===== src/design/flash_seq_pkg.sv =====
// Shared constants and types for the flash command sequencer
package flash_seq_pkg;
  // Command codes, low byte of the 16-bit write
  localparam logic [7:0] CMD_READ_ARRAY   = 8'hFF;
  localparam logic [7:0] CMD_READ_STATUS  = 8'h70;
  localparam logic [7:0] CMD_CLEAR_STATUS = 8'h50;
  localparam logic [7:0] CMD_PROGRAM      = 8'h41;
  localparam logic [7:0] CMD_BLOCK_ERASE  = 8'h20;
  localparam logic [7:0] CMD_LOCK_PROGRAM = 8'h77;
  localparam logic [7:0] CMD_READ_LOCK    = 8'h71;
  localparam logic [7:0] CMD_BLANK_CHECK  = 8'h25;
  localparam logic [7:0] CMD_CONFIRM      = 8'hD0;
  // Status byte layout and reset values
  localparam int unsigned STS_PROG_BIT   = 4;
  localparam int unsigned STS_ERASE_BIT  = 5;
  localparam int unsigned STS_READY_BIT  = 7;
  localparam logic        STS_PROG_RST   = 1'b0;
  localparam logic        STS_ERASE_RST  = 1'b0;
  localparam logic        LOCK_STATE_RST = 1'b1;
  localparam logic        LOCK_BIT_RST   = 1'b1;
  // Timing, in ns and derived cycles
  localparam int unsigned CLK_PERIOD_NS   = 10;
  localparam int unsigned OP_TIME_NS      = 2000;
  localparam int unsigned RESTART_TIME_NS = 500;
  localparam int unsigned OP_CYCLES       = (OP_TIME_NS + CLK_PERIOD_NS - 1) / CLK_PERIOD_NS;
  localparam int unsigned RESTART_CYCLES  =
    (RESTART_TIME_NS + CLK_PERIOD_NS - 1) / CLK_PERIOD_NS;
  localparam int unsigned TIMER_W         = 12;
  // Sequencer states, Gray codes in declaration order
  typedef enum logic [2:0] {
    ST_READY   = 3'h0,
    ST_WAIT2   = 3'h1,
    ST_PROG_W1 = 3'h3,
    ST_PROG_W2 = 3'h2,
    ST_BUSY    = 3'h6,
    ST_SUSPEND = 3'h7,
    ST_RESTART = 3'h5
  } seq_state_t;
  // Operation kinds handed to the array
  typedef enum logic [2:0] {
    OP_NONE      = 3'h0,
    OP_PROGRAM   = 3'h1,
    OP_ERASE     = 3'h2,
    OP_LOCK_PROG = 3'h3,
    OP_READ_LOCK = 3'h4,
    OP_BLANK     = 3'h5
  } op_kind_t;
endpackage : flash_seq_pkg


===== src/design/op_cycle_timer.sv =====
// Down-counter timing array operations and flash restart
module op_cycle_timer #(
  parameter int unsigned W = 12
) (
  // Clock and reset
  input  wire logic         i_clk,
  input  wire logic         i_rst_b,
  // Control
  input  wire logic         i_load,
  input  wire logic [W-1:0] i_count,
  input  wire logic         i_run,
  // Status
  output logic              o_expired
);
  logic [W-1:0] cnt_reg;

  // Load wins over counting; holds while not running (suspend)
  always_ff @(posedge i_clk or negedge i_rst_b) begin
    if (!i_rst_b) begin
      cnt_reg <= '0;
    end else if (i_load) begin
      cnt_reg <= i_count;
    end else if (i_run && cnt_reg != '0) begin
      cnt_reg <= cnt_reg - W'(1);
    end
  end

  assign o_expired = (cnt_reg == '0);
endmodule : op_cycle_timer


===== src/design/lock_bit_store.sv =====
// Per-block lock indicators, 1 unlocked, 0 locked
module lock_bit_store #(
  parameter int unsigned BLOCKS = 16,
  parameter int unsigned IDX_W  = 4
) (
  // Clock and reset
  input  wire logic             i_clk,
  input  wire logic             i_rst_b,
  // Access
  input  wire logic [IDX_W-1:0] i_idx,
  input  wire logic             i_clear,
  input  wire logic             i_set,
  output logic                  o_bit
);
  import flash_seq_pkg::*;
  logic [BLOCKS-1:0] lock_reg;

  // One indicator per block; clear means locked
  for (genvar b = 0; b < BLOCKS; b++) begin : g_blk
    always_ff @(posedge i_clk or negedge i_rst_b) begin
      if (!i_rst_b) begin
        lock_reg[b] <= LOCK_BIT_RST;
      end else if (i_idx == IDX_W'(b)) begin
        if (i_clear) begin
          lock_reg[b] <= 1'b0;
        end else if (i_set) begin
          lock_reg[b] <= 1'b1;
        end
      end
    end
  end

  assign o_bit = lock_reg[i_idx];
endmodule : lock_bit_store


===== src/design/flash_lock_blank_status_sequencer.sv =====
// Flash command sequencer: lock, blank check, status and suspend
// Summary of operation
// - 77h then D0h at block top address clears that block's lock indicator.
// - Ready flag is low while a lock program runs, high when done.
// - 71h then D0h at block top copies that block's lock indicator to lock flag.
// - 25h then D0h at block top checks blankness; non-blank sets erase error.
// - Blank check on a locked block sets erase error, regardless of lock disable.
// - Status byte: bit 4 program error, bit 5 erase error, bit 7 ready.
// - After program, erase, lock program or blank commands even-address reads return status until FFh or a forced stop.
// - Both error flags mean sequence error; one alone means that error.
// - Bad command or second-cycle data not D0h/FFh after 20h, 77h, 71h or 25h sets both error flags.
// - FFh in the second cycle of 20h, 77h, 71h or 25h drops the pending command and selects array reads.
// - Erase error on locked erase, failed erase verify, or non-blank check.
// - Program error on locked program, failed verify, or failed lock write.
// - Lock disable suppresses locked erase/program and failed lock-write errors.
// - Commands accepted only with rewrite enable; mode select 0 keeps CPU running.
// - Suspend request during program or erase suspends after a latency; clearing resumes.
// - Forced-stop interrupt aborts the operation, resets, restarts after a delay.
// - In CPU-running mode the watchdog keeps counting during operations.
// - 50h clears both error flags.
// - 70h makes the following even-address read return the status byte.
module flash_lock_blank_status_sequencer
  import flash_seq_pkg::*;
#(
  parameter int unsigned ADDR_W         = 20,
  parameter int unsigned BLOCK_SHIFT    = 12,
  parameter int unsigned BLOCKS         = 16,
  parameter int unsigned SUSPEND_CYCLES = 20
) (
  // Clock and reset
  input  wire logic                       i_clk,
  input  wire logic                       i_rst_b,
  // CPU flash access
  input  wire logic                       i_bus_we,
  input  wire logic                       i_bus_re,
  input  wire logic [ADDR_W-1:0]          i_bus_addr,
  input  wire logic [15:0]                i_bus_wdata,
  output logic      [15:0]                o_bus_rdata,
  // Flash array macro
  input  wire logic [15:0]                i_array_rdata,
  input  wire logic                       i_blank_result,
  input  wire logic                       i_verify_fail,
  output logic                            o_array_start,
  output flash_seq_pkg::op_kind_t         o_array_kind,
  output logic      [$clog2(BLOCKS)-1:0]  o_array_block,
  // Control bits
  input  wire logic                       i_rewrite_enable_bit,
  input  wire logic                       i_rewrite_mode_select_bit,
  input  wire logic                       i_lock_disable_bit,
  input  wire logic                       i_suspend_request_bit,
  input  wire logic                       i_forced_stop,
  // Status
  output logic                            o_sequencer_ready_flag,
  output logic                            o_program_error_flag,
  output logic                            o_erase_error_flag,
  output logic                            o_lock_state_flag,
  output logic                            o_suspended,
  output logic      [7:0]                 o_flash_sequencer_status_byte,
  output logic                            o_watchdog_count_en
);
  import flash_seq_pkg::*;

  localparam int unsigned IDX_W = $clog2(BLOCKS);
  localparam int unsigned LAT_W = $clog2(SUSPEND_CYCLES + 1);

  seq_state_t        state_reg, state_next;
  op_kind_t          pend_reg, pend_next;
  op_kind_t          kind_reg;
  logic [ADDR_W-1:0] first_addr_reg;
  logic [IDX_W-1:0]  block_reg, block_next;
  logic              status_mode_reg, status_mode_next;
  logic              prog_err_reg, erase_err_reg, lock_state_reg;
  logic [LAT_W-1:0]  lat_cnt_reg;
  logic [15:0]       rdata_reg;
  logic              start_reg;
  logic              prog_set, erase_set, err_clr, lock_load;
  logic              lock_clr, lock_set, start_op;
  logic              timer_load, timer_expired;
  logic [TIMER_W-1:0] timer_count;
  logic              lock_bit;
  logic              cmd_wr, top_addr, op_done, lat_done;
  logic [7:0]        code;
  logic [IDX_W-1:0]  addr_idx;

  // Commands only count while rewrite is enabled
  assign cmd_wr   = i_bus_we && i_rewrite_enable_bit;
  assign code     = i_bus_wdata[7:0];
  assign addr_idx = i_bus_addr[BLOCK_SHIFT +: IDX_W];
  // Block operand must be the highest even address of its block
  assign top_addr = (&i_bus_addr[BLOCK_SHIFT-1:1]) && !i_bus_addr[0];
  assign op_done  = (state_reg == ST_BUSY) && timer_expired && !i_forced_stop;
  assign lat_done = (lat_cnt_reg == LAT_W'(SUSPEND_CYCLES));

  lock_bit_store #(
    .BLOCKS (BLOCKS),
    .IDX_W  (IDX_W)
  ) u_locks (
    .i_clk   (i_clk),
    .i_rst_b (i_rst_b),
    .i_idx   (block_reg),
    .i_clear (lock_clr),
    .i_set   (lock_set),
    .o_bit   (lock_bit)
  );

  op_cycle_timer #(
    .W (TIMER_W)
  ) u_timer (
    .i_clk     (i_clk),
    .i_rst_b   (i_rst_b),
    .i_load    (timer_load),
    .i_count   (timer_count),
    .i_run     (state_reg == ST_BUSY || state_reg == ST_RESTART),
    .o_expired (timer_expired)
  );

  // Command decode and sequencing
  always_comb begin
    state_next       = state_reg;
    pend_next        = pend_reg;
    block_next       = block_reg;
    status_mode_next = status_mode_reg;
    prog_set         = 1'b0;
    erase_set        = 1'b0;
    err_clr          = 1'b0;
    lock_load        = 1'b0;
    lock_clr         = 1'b0;
    lock_set         = 1'b0;
    start_op         = 1'b0;
    timer_load       = 1'b0;
    timer_count      = TIMER_W'(OP_CYCLES);
    case (state_reg)
      ST_READY: begin
        if (cmd_wr) begin
          case (code)
            CMD_READ_ARRAY:   status_mode_next = 1'b0;
            CMD_READ_STATUS:  status_mode_next = 1'b1;
            CMD_CLEAR_STATUS: err_clr = 1'b1;
            CMD_PROGRAM:      state_next = ST_PROG_W1;
            CMD_BLOCK_ERASE: begin
              pend_next  = OP_ERASE;
              state_next = ST_WAIT2;
            end
            CMD_LOCK_PROGRAM: begin
              pend_next  = OP_LOCK_PROG;
              state_next = ST_WAIT2;
            end
            CMD_READ_LOCK: begin
              pend_next  = OP_READ_LOCK;
              state_next = ST_WAIT2;
            end
            CMD_BLANK_CHECK: begin
              pend_next  = OP_BLANK;
              state_next = ST_WAIT2;
            end
            default: begin
              // Unknown code is a sequence error
              prog_set  = 1'b1;
              erase_set = 1'b1;
              status_mode_next = 1'b1;
            end
          endcase
        end
      end
      ST_WAIT2: begin
        if (cmd_wr) begin
          state_next = ST_READY;
          block_next = addr_idx;
          if (code == CMD_READ_ARRAY) begin
            status_mode_next = 1'b0;
          end else if (code != CMD_CONFIRM || !top_addr ||
                       (pend_reg == OP_LOCK_PROG && i_bus_addr != first_addr_reg)) begin
            prog_set  = 1'b1;
            erase_set = 1'b1;
            status_mode_next = 1'b1;
          end else begin
            if (pend_reg != OP_READ_LOCK) begin
              status_mode_next = 1'b1;
            end
            start_op   = 1'b1;
            timer_load = 1'b1;
            state_next = ST_BUSY;
          end
        end
      end
      ST_PROG_W1: begin
        if (cmd_wr) begin
          block_next = addr_idx;
          state_next = ST_PROG_W2;
        end
      end
      ST_PROG_W2: begin
        if (cmd_wr) begin
          pend_next        = OP_PROGRAM;
          status_mode_next = 1'b1;
          start_op         = 1'b1;
          timer_load       = 1'b1;
          state_next       = ST_BUSY;
        end
      end
      ST_BUSY: begin
        if (i_forced_stop) begin
          // Abort at once and hold the flash in reset
          timer_load  = 1'b1;
          timer_count = TIMER_W'(RESTART_CYCLES);
          state_next  = ST_RESTART;
        end else if (i_suspend_request_bit && lat_done &&
                     (kind_reg == OP_PROGRAM || kind_reg == OP_ERASE)) begin
          state_next = ST_SUSPEND;
        end else if (timer_expired) begin
          state_next = ST_READY;
          case (kind_reg)
            OP_LOCK_PROG: begin
              if (i_verify_fail) begin
                prog_set = !i_lock_disable_bit;
              end else begin
                lock_clr = 1'b1;
              end
            end
            OP_READ_LOCK: lock_load = 1'b1;
            OP_BLANK: begin
              // Locked block never reports blank
              erase_set = !lock_bit || !i_blank_result;
            end
            OP_ERASE: begin
              if (i_verify_fail) begin
                erase_set = 1'b1;
              end else if (lock_bit || i_lock_disable_bit) begin
                lock_set = 1'b1;
              end
            end
            OP_PROGRAM: prog_set = i_verify_fail;
            default:    state_next = ST_READY;
          endcase
        end
      end
      ST_SUSPEND: begin
        if (i_forced_stop) begin
          timer_load  = 1'b1;
          timer_count = TIMER_W'(RESTART_CYCLES);
          state_next  = ST_RESTART;
        end else if (!i_suspend_request_bit) begin
          state_next = ST_BUSY;
        end
      end
      ST_RESTART: begin
        if (timer_expired) begin
          state_next       = ST_READY;
          status_mode_next = 1'b0;
        end
      end
      default: state_next = ST_READY;
    endcase
  end

  // Sequencer state
  always_ff @(posedge i_clk or negedge i_rst_b) begin
    if (!i_rst_b) begin
      state_reg       <= ST_READY;
      pend_reg        <= OP_NONE;
      block_reg       <= '0;
      status_mode_reg <= 1'b0;
    end else begin
      state_reg       <= state_next;
      pend_reg        <= pend_next;
      block_reg       <= block_next;
      status_mode_reg <= status_mode_next;
    end
  end

  // First-cycle address, compared for lock program
  always_ff @(posedge i_clk or negedge i_rst_b) begin
    if (!i_rst_b) begin
      first_addr_reg <= '0;
    end else if (state_reg == ST_READY && cmd_wr) begin
      first_addr_reg <= i_bus_addr;
    end
  end

  // Array start and kind are registered from start_op; a locked erase or program
  // still starts the array and is flagged one cycle after o_array_start
  always_ff @(posedge i_clk or negedge i_rst_b) begin
    if (!i_rst_b) begin
      kind_reg  <= OP_NONE;
      start_reg <= 1'b0;
    end else begin
      start_reg <= start_op;
      if (start_op) begin
        kind_reg <= pend_next;
      end
    end
  end

  // Error flags: a set in the same cycle as a clear wins
  always_ff @(posedge i_clk or negedge i_rst_b) begin
    if (!i_rst_b) begin
      prog_err_reg  <= STS_PROG_RST;
      erase_err_reg <= STS_ERASE_RST;
    end else if (state_reg == ST_RESTART) begin
      prog_err_reg  <= STS_PROG_RST;
      erase_err_reg <= STS_ERASE_RST;
    end else begin
      prog_err_reg  <= (prog_err_reg && !err_clr) || prog_set ||
                       (start_reg && kind_reg == OP_PROGRAM && !lock_bit &&
                        !i_lock_disable_bit);
      erase_err_reg <= (erase_err_reg && !err_clr) || erase_set ||
                       (start_reg && kind_reg == OP_ERASE && !lock_bit &&
                        !i_lock_disable_bit);
    end
  end

  // Lock state flag follows the selected block on a lock read
  always_ff @(posedge i_clk or negedge i_rst_b) begin
    if (!i_rst_b) begin
      lock_state_reg <= LOCK_STATE_RST;
    end else if (lock_load) begin
      lock_state_reg <= lock_bit;
    end
  end

  // Suspend latency counter, restarts whenever the request drops
  always_ff @(posedge i_clk or negedge i_rst_b) begin
    if (!i_rst_b) begin
      lat_cnt_reg <= '0;
    end else if (state_reg != ST_BUSY || !i_suspend_request_bit) begin
      lat_cnt_reg <= '0;
    end else if (!lat_done) begin
      lat_cnt_reg <= lat_cnt_reg + LAT_W'(1);
    end
  end

  // Read data: status byte at even addresses in status mode
  always_ff @(posedge i_clk or negedge i_rst_b) begin
    if (!i_rst_b) begin
      rdata_reg <= '0;
    end else if (i_bus_re) begin
      if (status_mode_reg && !i_bus_addr[0]) begin
        rdata_reg <= {8'h00, o_flash_sequencer_status_byte};
      end else begin
        rdata_reg <= i_array_rdata;
      end
    end
  end

  // Status outputs
  always_comb begin
    o_flash_sequencer_status_byte                = 8'h00;
    o_flash_sequencer_status_byte[STS_PROG_BIT]  = prog_err_reg;
    o_flash_sequencer_status_byte[STS_ERASE_BIT] = erase_err_reg;
    o_flash_sequencer_status_byte[STS_READY_BIT] = o_sequencer_ready_flag;
  end

  // Suspend shows ready so software may touch other blocks
  assign o_sequencer_ready_flag = (state_reg != ST_BUSY) &&
                                  (state_reg != ST_RESTART);
  assign o_program_error_flag   = prog_err_reg;
  assign o_erase_error_flag     = erase_err_reg;
  assign o_lock_state_flag      = lock_state_reg;
  assign o_suspended            = (state_reg == ST_SUSPEND);
  assign o_bus_rdata            = rdata_reg;
  assign o_array_start          = start_reg;
  assign o_array_kind           = kind_reg;
  assign o_array_block          = block_reg;
  // CPU-halting mode stops the watchdog only while the array works
  assign o_watchdog_count_en    = !i_rewrite_mode_select_bit ||
                                  (state_reg != ST_BUSY);
endmodule : flash_lock_blank_status_sequencer


===== config.mk =====
export PLATFORM = sky130hd
export DESIGN_NAME = flash_lock_blank_status_sequencer
export DESIGN_NICKNAME = d
export VERILOG_FILES = /design/src/design/flash_seq_pkg.sv /design/src/design/op_cycle_timer.sv /design/src/design/lock_bit_store.sv /design/src/design/flash_lock_blank_status_sequencer.sv
export SDC_FILE = /design/constraint.sdc
export NUM_CORES = 1
export LEC_CHECK = 0
export ABC_AREA = 0
export BUFFER_PORTS_ARGS = -buffer_cell sky130_fd_sc_hd__buf_2
export CORE_ASPECT_RATIO = 1.1
export CORE_UTILIZATION = 60
export CTS_CLUSTER_DIAMETER = 100
export DETAILED_ROUTE_END_ITERATION = 12
export GPL_TIMING_DRIVEN = 0
export PLACE_DENSITY_LB_ADDON = 0.2
export SLEW_MARGIN = 0
export SYNTH_ARGS = -nofsm -noshare
export SYNTH_HDL_FRONTEND = slang
export SYNTH_HIERARCHICAL = 1
export SYNTH_SLANG_ARGS = --single-unit

===== constraint.sdc =====
create_clock -name i_clk -period 7.1 [get_ports i_clk]
set_input_delay 1.42 -clock i_clk [delete_from_list [all_inputs] [get_ports i_clk]]
set_output_delay 1.42 -clock i_clk [all_outputs]
set_load 0.02 [all_outputs]

# After elaboration in Yosys (flattened, before gate mapping)
# Index checks and enable logic that the tools add are counted.
word_totals:
  output_inout_bits: 38
  in_bits: 63
  regBits: 87
  word_cells: 236
classes:
  muxes: 84
  eq_ne: 51
  reduce_logical: 69
  magnitude_cmp: 1
  add_sub_neg: 2
op_table:
  columns: ["op", "count"]
  rows:
  - ["$mux 1", 51]
  - ["$eq 8x7->1 const B", 5]
  - ["$mux 3", 13]
  - ["$reduce_and 2->1", 17]
  - ["$eq 4x4->1 const B", 8]
  - ["$mux 12", 2]
  - ["$pmux 3 s7", 1]
  - ["$ne 20x20->1", 1]
  - ["$logic_and 1x1->1", 17]
  - ["$eq 4x3->1 const B", 4]
  - ["$eq 8x6->1 const B", 2]
  - ["$mux 16", 1]
  - ["$mux 8", 2]
  - ["$eq 3x2->1 const B", 5]
  - ["$eq 3x3->1 const B", 5]
  - ["$logic_not 12->1", 1]
  - ["$logic_or 1x1->1", 12]
  - ["$ne 2x2->1 const B", 6]
  - ["$ne 3x3->1 const B", 4]
  - ["$pmux 3 s2", 2]
  - ["$pmux 3 s4", 1]
  - ["$reduce_bool 12->1", 1]
  - ["$sub 12x1->12 const B", 1]
  - ["$reduce_and 11->1", 1]
  - ["other kinds (27)", 44]

# Logic depth before layout (Yosys ltp)
depth:
  word_depth: 12
  mapped_depth: 12
  ltp_nobuf: 10

# Cells and area by module
# The synthesis kept the hierarchy.
by_module_without_submodules:
  columns: ["mod", "n_inst", "area_per_inst_um2", "cells_each", "seq_area_each_um2"]
  rows:
  - ["flash_lock_blank_status_sequencer", 1, 3365.7, 349, 1477.7]
  - ["lock_bit_store", 1, 904.6, 77, 420.4]
  - ["op_cycle_timer", 1, 767.0, 88, 300.3]

# Worst setup path before layout
# OpenSTA, ideal clock, no wires.
synth_timing:
  path_kind: "input to register"
  from: "input i_bus_wdata[0]"
  to: "register u_timer.cnt_reg[9]"
  path_stages: 11
  path_buffers: 2
  arrival_time_ns: 3.526
  required_ns: 6.974
  setup_slack_ns: 3.447
  cell_sequence: "or4_4 > nor3_4 > nand4_1 > a21oi_1 > o21ai_1 > nand2_1 > clkbuf_1 > inv_1 > clkbuf_1 > o311a_1 > a221o_1"
synth_between:
  elab_chain_len: 8
synth_rtl:
  columns: ["element", "line_no", "text"]
  rows:
  - ["from (decl)", "flash_lock_blank_status_sequencer.sv:37", "input wire logic [15:0] i_bus_wdata,"]
  - ["$ne 8x8->1", "flash_lock_blank_status_sequencer.sv:171", "end else if (code != CMD_CONFIRM || !top_addr ||"]
  - ["$logic_or 1x1->1 (2 in a row)", "flash_lock_blank_status_sequencer.sv:171", null]
  - ["$mux 1", "flash_lock_blank_status_sequencer.sv:171", null]
  - ["$mux 1 (*)", "flash_lock_blank_status_sequencer.sv:169", "if (code == CMD_READ_ARRAY) begin"]
  - ["$mux 1 (*)", "flash_lock_blank_status_sequencer.sv:166", "if (cmd_wr) begin"]
  - ["$pmux 1 s3 (*)", "flash_lock_blank_status_sequencer.sv:132", "case (state_reg)"]
  - ["via timer_load", "flash_lock_blank_status_sequencer.sv:78", "logic timer_load, timer_expired;"]
  - ["$mux 12 / $reduce_bool 2->1 (equally long branches)", null, null]
  - ["to (signal assigned)", "op_cycle_timer.sv:22", "cnt_reg <= i_count;"]
  - ["to (signal assigned)", "op_cycle_timer.sv:24", "cnt_reg <= cnt_reg - W'(1);"]
  - ["to (decl)", "op_cycle_timer.sv:15", "logic [W-1:0] cnt_reg;"]
# The timed path passes the listed nets; every way through them passes the cells marked *.
# A chain may end at the register's enable or synchronous reset.

# Worst setup path in the final report
layout_timing:
  from: "input i_bus_addr[3]"
  to: "register u_timer.cnt_reg[9]"
layout_between:
  elab_chain_len: 10
layout_rtl:
  columns: ["element", "line_no", "text"]
  rows:
  - ["from (decl)", "flash_lock_blank_status_sequencer.sv:36", "input wire logic [ADDR_W-1:0] i_bus_addr,"]
  - ["$reduce_and 11->1", "flash_lock_blank_status_sequencer.sv:90", "assign top_addr = (&i_bus_addr[BLOCK_SHIFT-1:1]) && !i_bus_addr[0];"]
  - ["$logic_and 1x1->1", "flash_lock_blank_status_sequencer.sv:90", null]
  - ["$logic_not 1->1", "flash_lock_blank_status_sequencer.sv:171", null]
  - ["$logic_or 1x1->1", "flash_lock_blank_status_sequencer.sv:171", null]
  - ["$logic_or 1x1->1 (*)", "flash_lock_blank_status_sequencer.sv:171", null]
  - ["$mux 1 (*)", "flash_lock_blank_status_sequencer.sv:171", null]
  - ["$mux 1 (*)", "flash_lock_blank_status_sequencer.sv:169", null]
  - ["$mux 1 (*)", "flash_lock_blank_status_sequencer.sv:166", null]
  - ["$pmux 1 s3 (*)", "flash_lock_blank_status_sequencer.sv:132", null]
  - ["via timer_load", "flash_lock_blank_status_sequencer.sv:78", null]
  - ["$mux 12 / $reduce_bool 2->1 (equally long branches)", null, null]
# Marked as above.

==> results.tsv <==
metric	value	unit
hold-path-cell-count	2	
yosys-top-cells-area	dfrtp_1, dfstp_2, mux2_2	
clock_sinks	87	
synth-seq-area-share	0.436	
drtIter0Drc	279	
yosys_warnings	6	
ioPinCount	101	
yosys_register_bits	87	
tns	0	ns
grt_use_total	0.289	
insertion_delay	0.36	ns
power.density	204	nW/um^2
netlist_area	5040	sq um
die_area	8770	sq um
grt_pass1_vias	4324	
leakage	2.59	nW
synth_area_leader_cell	dfrtp_1	
finalHoldViolations	0	
synth_top_family_by_area	simple AND/OR/NAND/NOR gates	
syn_to_final_growth	16.9	%
antenna_found_initial	0	
synth_edf_count	0	
regArea	2200	sq um
nNetsFinal	688	
arrival	4.23	ns
numCtsBuffers	9	
synth_xor_area_frac	0.0469	
hold_buffers	0	
grt_start_max_net_pins	46	
grt_pass1_wl	19.8	mm
critPathKind	in -> reg	
post_cts_buffers	0	
ctsResizeCount	0	
placementRows	34	
yosysTopAreaCellShare	0.348	
n_antenna_cell	0	
root_buffer	clkbuf_8	
synthAdderAreaFrac	0.00994	
critPathRequiredTime	7.35	ns
overflow	0	
die_width	89.4	microns
routedWlPerCell	16.1	microns
ir_drop	0.000118	V
start_util	0.627	
critPathCaptureType	flip-flop	
dp_hpwl	8.54	mm
max_cap_violations	0	
place_inst	718	
synth-compound-area-share	0.164	
slew_headroom	0.552	
cts_max_path_buffers	2	
postRouteAntennaNets	0	
rsz0062_at_grt	no	
ys.flop_type	dfrtp_1	
clkTransAtPathRegs	0.09	ns
finalWirelength	11.8	mm
place_congestion	0.984	
synthDistinctLibCells	77	
drtPass1Iterations	5	
outcome	finished clean	
vias	4407	
multi_input_area	2550	sq um
drc_errors	0	
muxShareOfSynthArea	0.0922	
hp-class	reg -> reg	
ff2ff_path_depth	10	
setup_viol	0	
dieHeight	98.1	microns
finalCritPeriodShare	0.561	
drv_slew	0	
skew	0.00755	ns
critPathMaxFanout	10	
period_minus_slack	3.98	ns
fin_cells	734	
synth-simple-area-share	0.186	
io_buffers	85	
ctsHtreeMaxLevel	3	
via_per_inst	6.00	
async_flop_share	1.00	
synth_cells	514	
drive_gt1_frac	0.276	
fmax	251	MHz
worstMarginPinSlew	0.662	ns
largest_register_ffs	20	
core	8040	sq um
start_kind	input port	
cts_tree	built	
avgSynthCellArea	9.80	sq um
fill_cells	604	
==> final timing paths <==
check	startpoint	to	slack [ns]
setup reg to reg	u_timer/cnt_reg[0]	u_locks/lock_reg[1]	3.59
hold / removal	u_locks/lock_reg[1]	u_locks/lock_reg[1]	0.49
min in group asynchronous	i_rst_b	o_array_block[2]	1.05
hold reg to reg	u_locks/lock_reg[1]	u_locks/lock_reg[1]	0.49
max in group asynchronous	i_rst_b	o_lock_state_flag	5.41
setup / recovery	i_bus_addr[3]	u_timer/cnt_reg[9]	3.12
==> cells in the mapped netlist (all sizes together), types with 8 or more instances <==
cell / count
a31oi: 10
o21ai: 35
mux2: 29
a21oi: 15
o31ai: 11
nor4: 12
nand4: 9
nor2: 33
nand3: 16
dfstp: 17
clkbuf: 14
nor3: 8
xor2: 23
inv: 34
nand2: 42
dfrtp: 70
buf: 21
==> routing by layer <==
metal  track usage  up-vias  part of all wire
met1         0.380     2136              0.43
li1              -     2070                 -
met2         0.484      180              0.49
met3        0.0549       21             0.066
met4        0.0794        0             0.017
met5             0        -                 0
==> kinds of logic (layout without fill, tap and decap cells) <==
logic type,count (synthesis),after routing
AOI/OAI and AO/OA,121,121
xor gates and xnor gates,27,27
adders and majority gates,4,4
buffers and inverters,69,171
DFF,87,87
muxes,37,37
other,1,11
and+or+nand+nor,168,168
==> layout by cell type, fill, tap and decap left out, drive strengths merged, types with 5 or more instances in the layout <==
cell    instances
conb           11
buf           107
o31ai          11
nand4           9
nand3          16
and3            5
o41ai           6
a31oi          10
mux2           29
clkbuf         28
dfstp          17
dfrtp          70
nor4           12
nand2          42
or4             6
a21oi          15
nor2b           6
a41oi           6
inv            36
nor3            8
o21ai          35
xor2           23
nor2           33
==> power by group <==
group | internal, mW | switching (mW) | total [mW]
sequential | 0.546 | 0.0398 | 0.586
clock | 0.193 | 0.183 | 0.377
combinational | 0.0982 | 0.137 | 0.235
total | 0.838 | 0.360 | 1.20
==> critical path, cell delays in order <==
cell      delay [ns]
buf_2           0.12
xor2_1          0.17
nor4_1          0.42
nand2_1         0.13
o21ai_0         0.45
o21ai_1         0.27
nand2_1         0.12
clkbuf_1        0.33
inv_1           0.11
clkbuf_1        0.24
o311a_1         0.19
a221o_1         0.26
==> layout make-up <==
| cell class | count | share of cell area |
|---|---|---|
| clock inverters | 2 | 0.00255 |
| multi-input cells | 368 | 0.434 |
| flip-flops and latches | 87 | 0.373 |
| clock buffers | 14 | 0.0351 |
| well taps | 108 | 0.0230 |
| repair buffers | 86 | 0.0774 |
| inverters | 34 | 0.0217 |
| plain buffers | 35 | 0.0334 |
==> per-stage QoR <==
step	utilization	cell area [sq um]	hold slack (ns)	power [mW]	setup WS (ns)
final	0.732	5890	0.487	1.20	3.12
after global routing	0.732	5890	0.508	1.26	2.92
after CTS	0.732	5890	0.489	1.20	3.20
after detailed placement	0.705	5670	0.475	0.826	2.83
after global placement	0.701	5640	0.456	0.811	2.87
after floorplan	-	5070	0.442	0.740	3.45
Power figures use the tool's default switching activity.
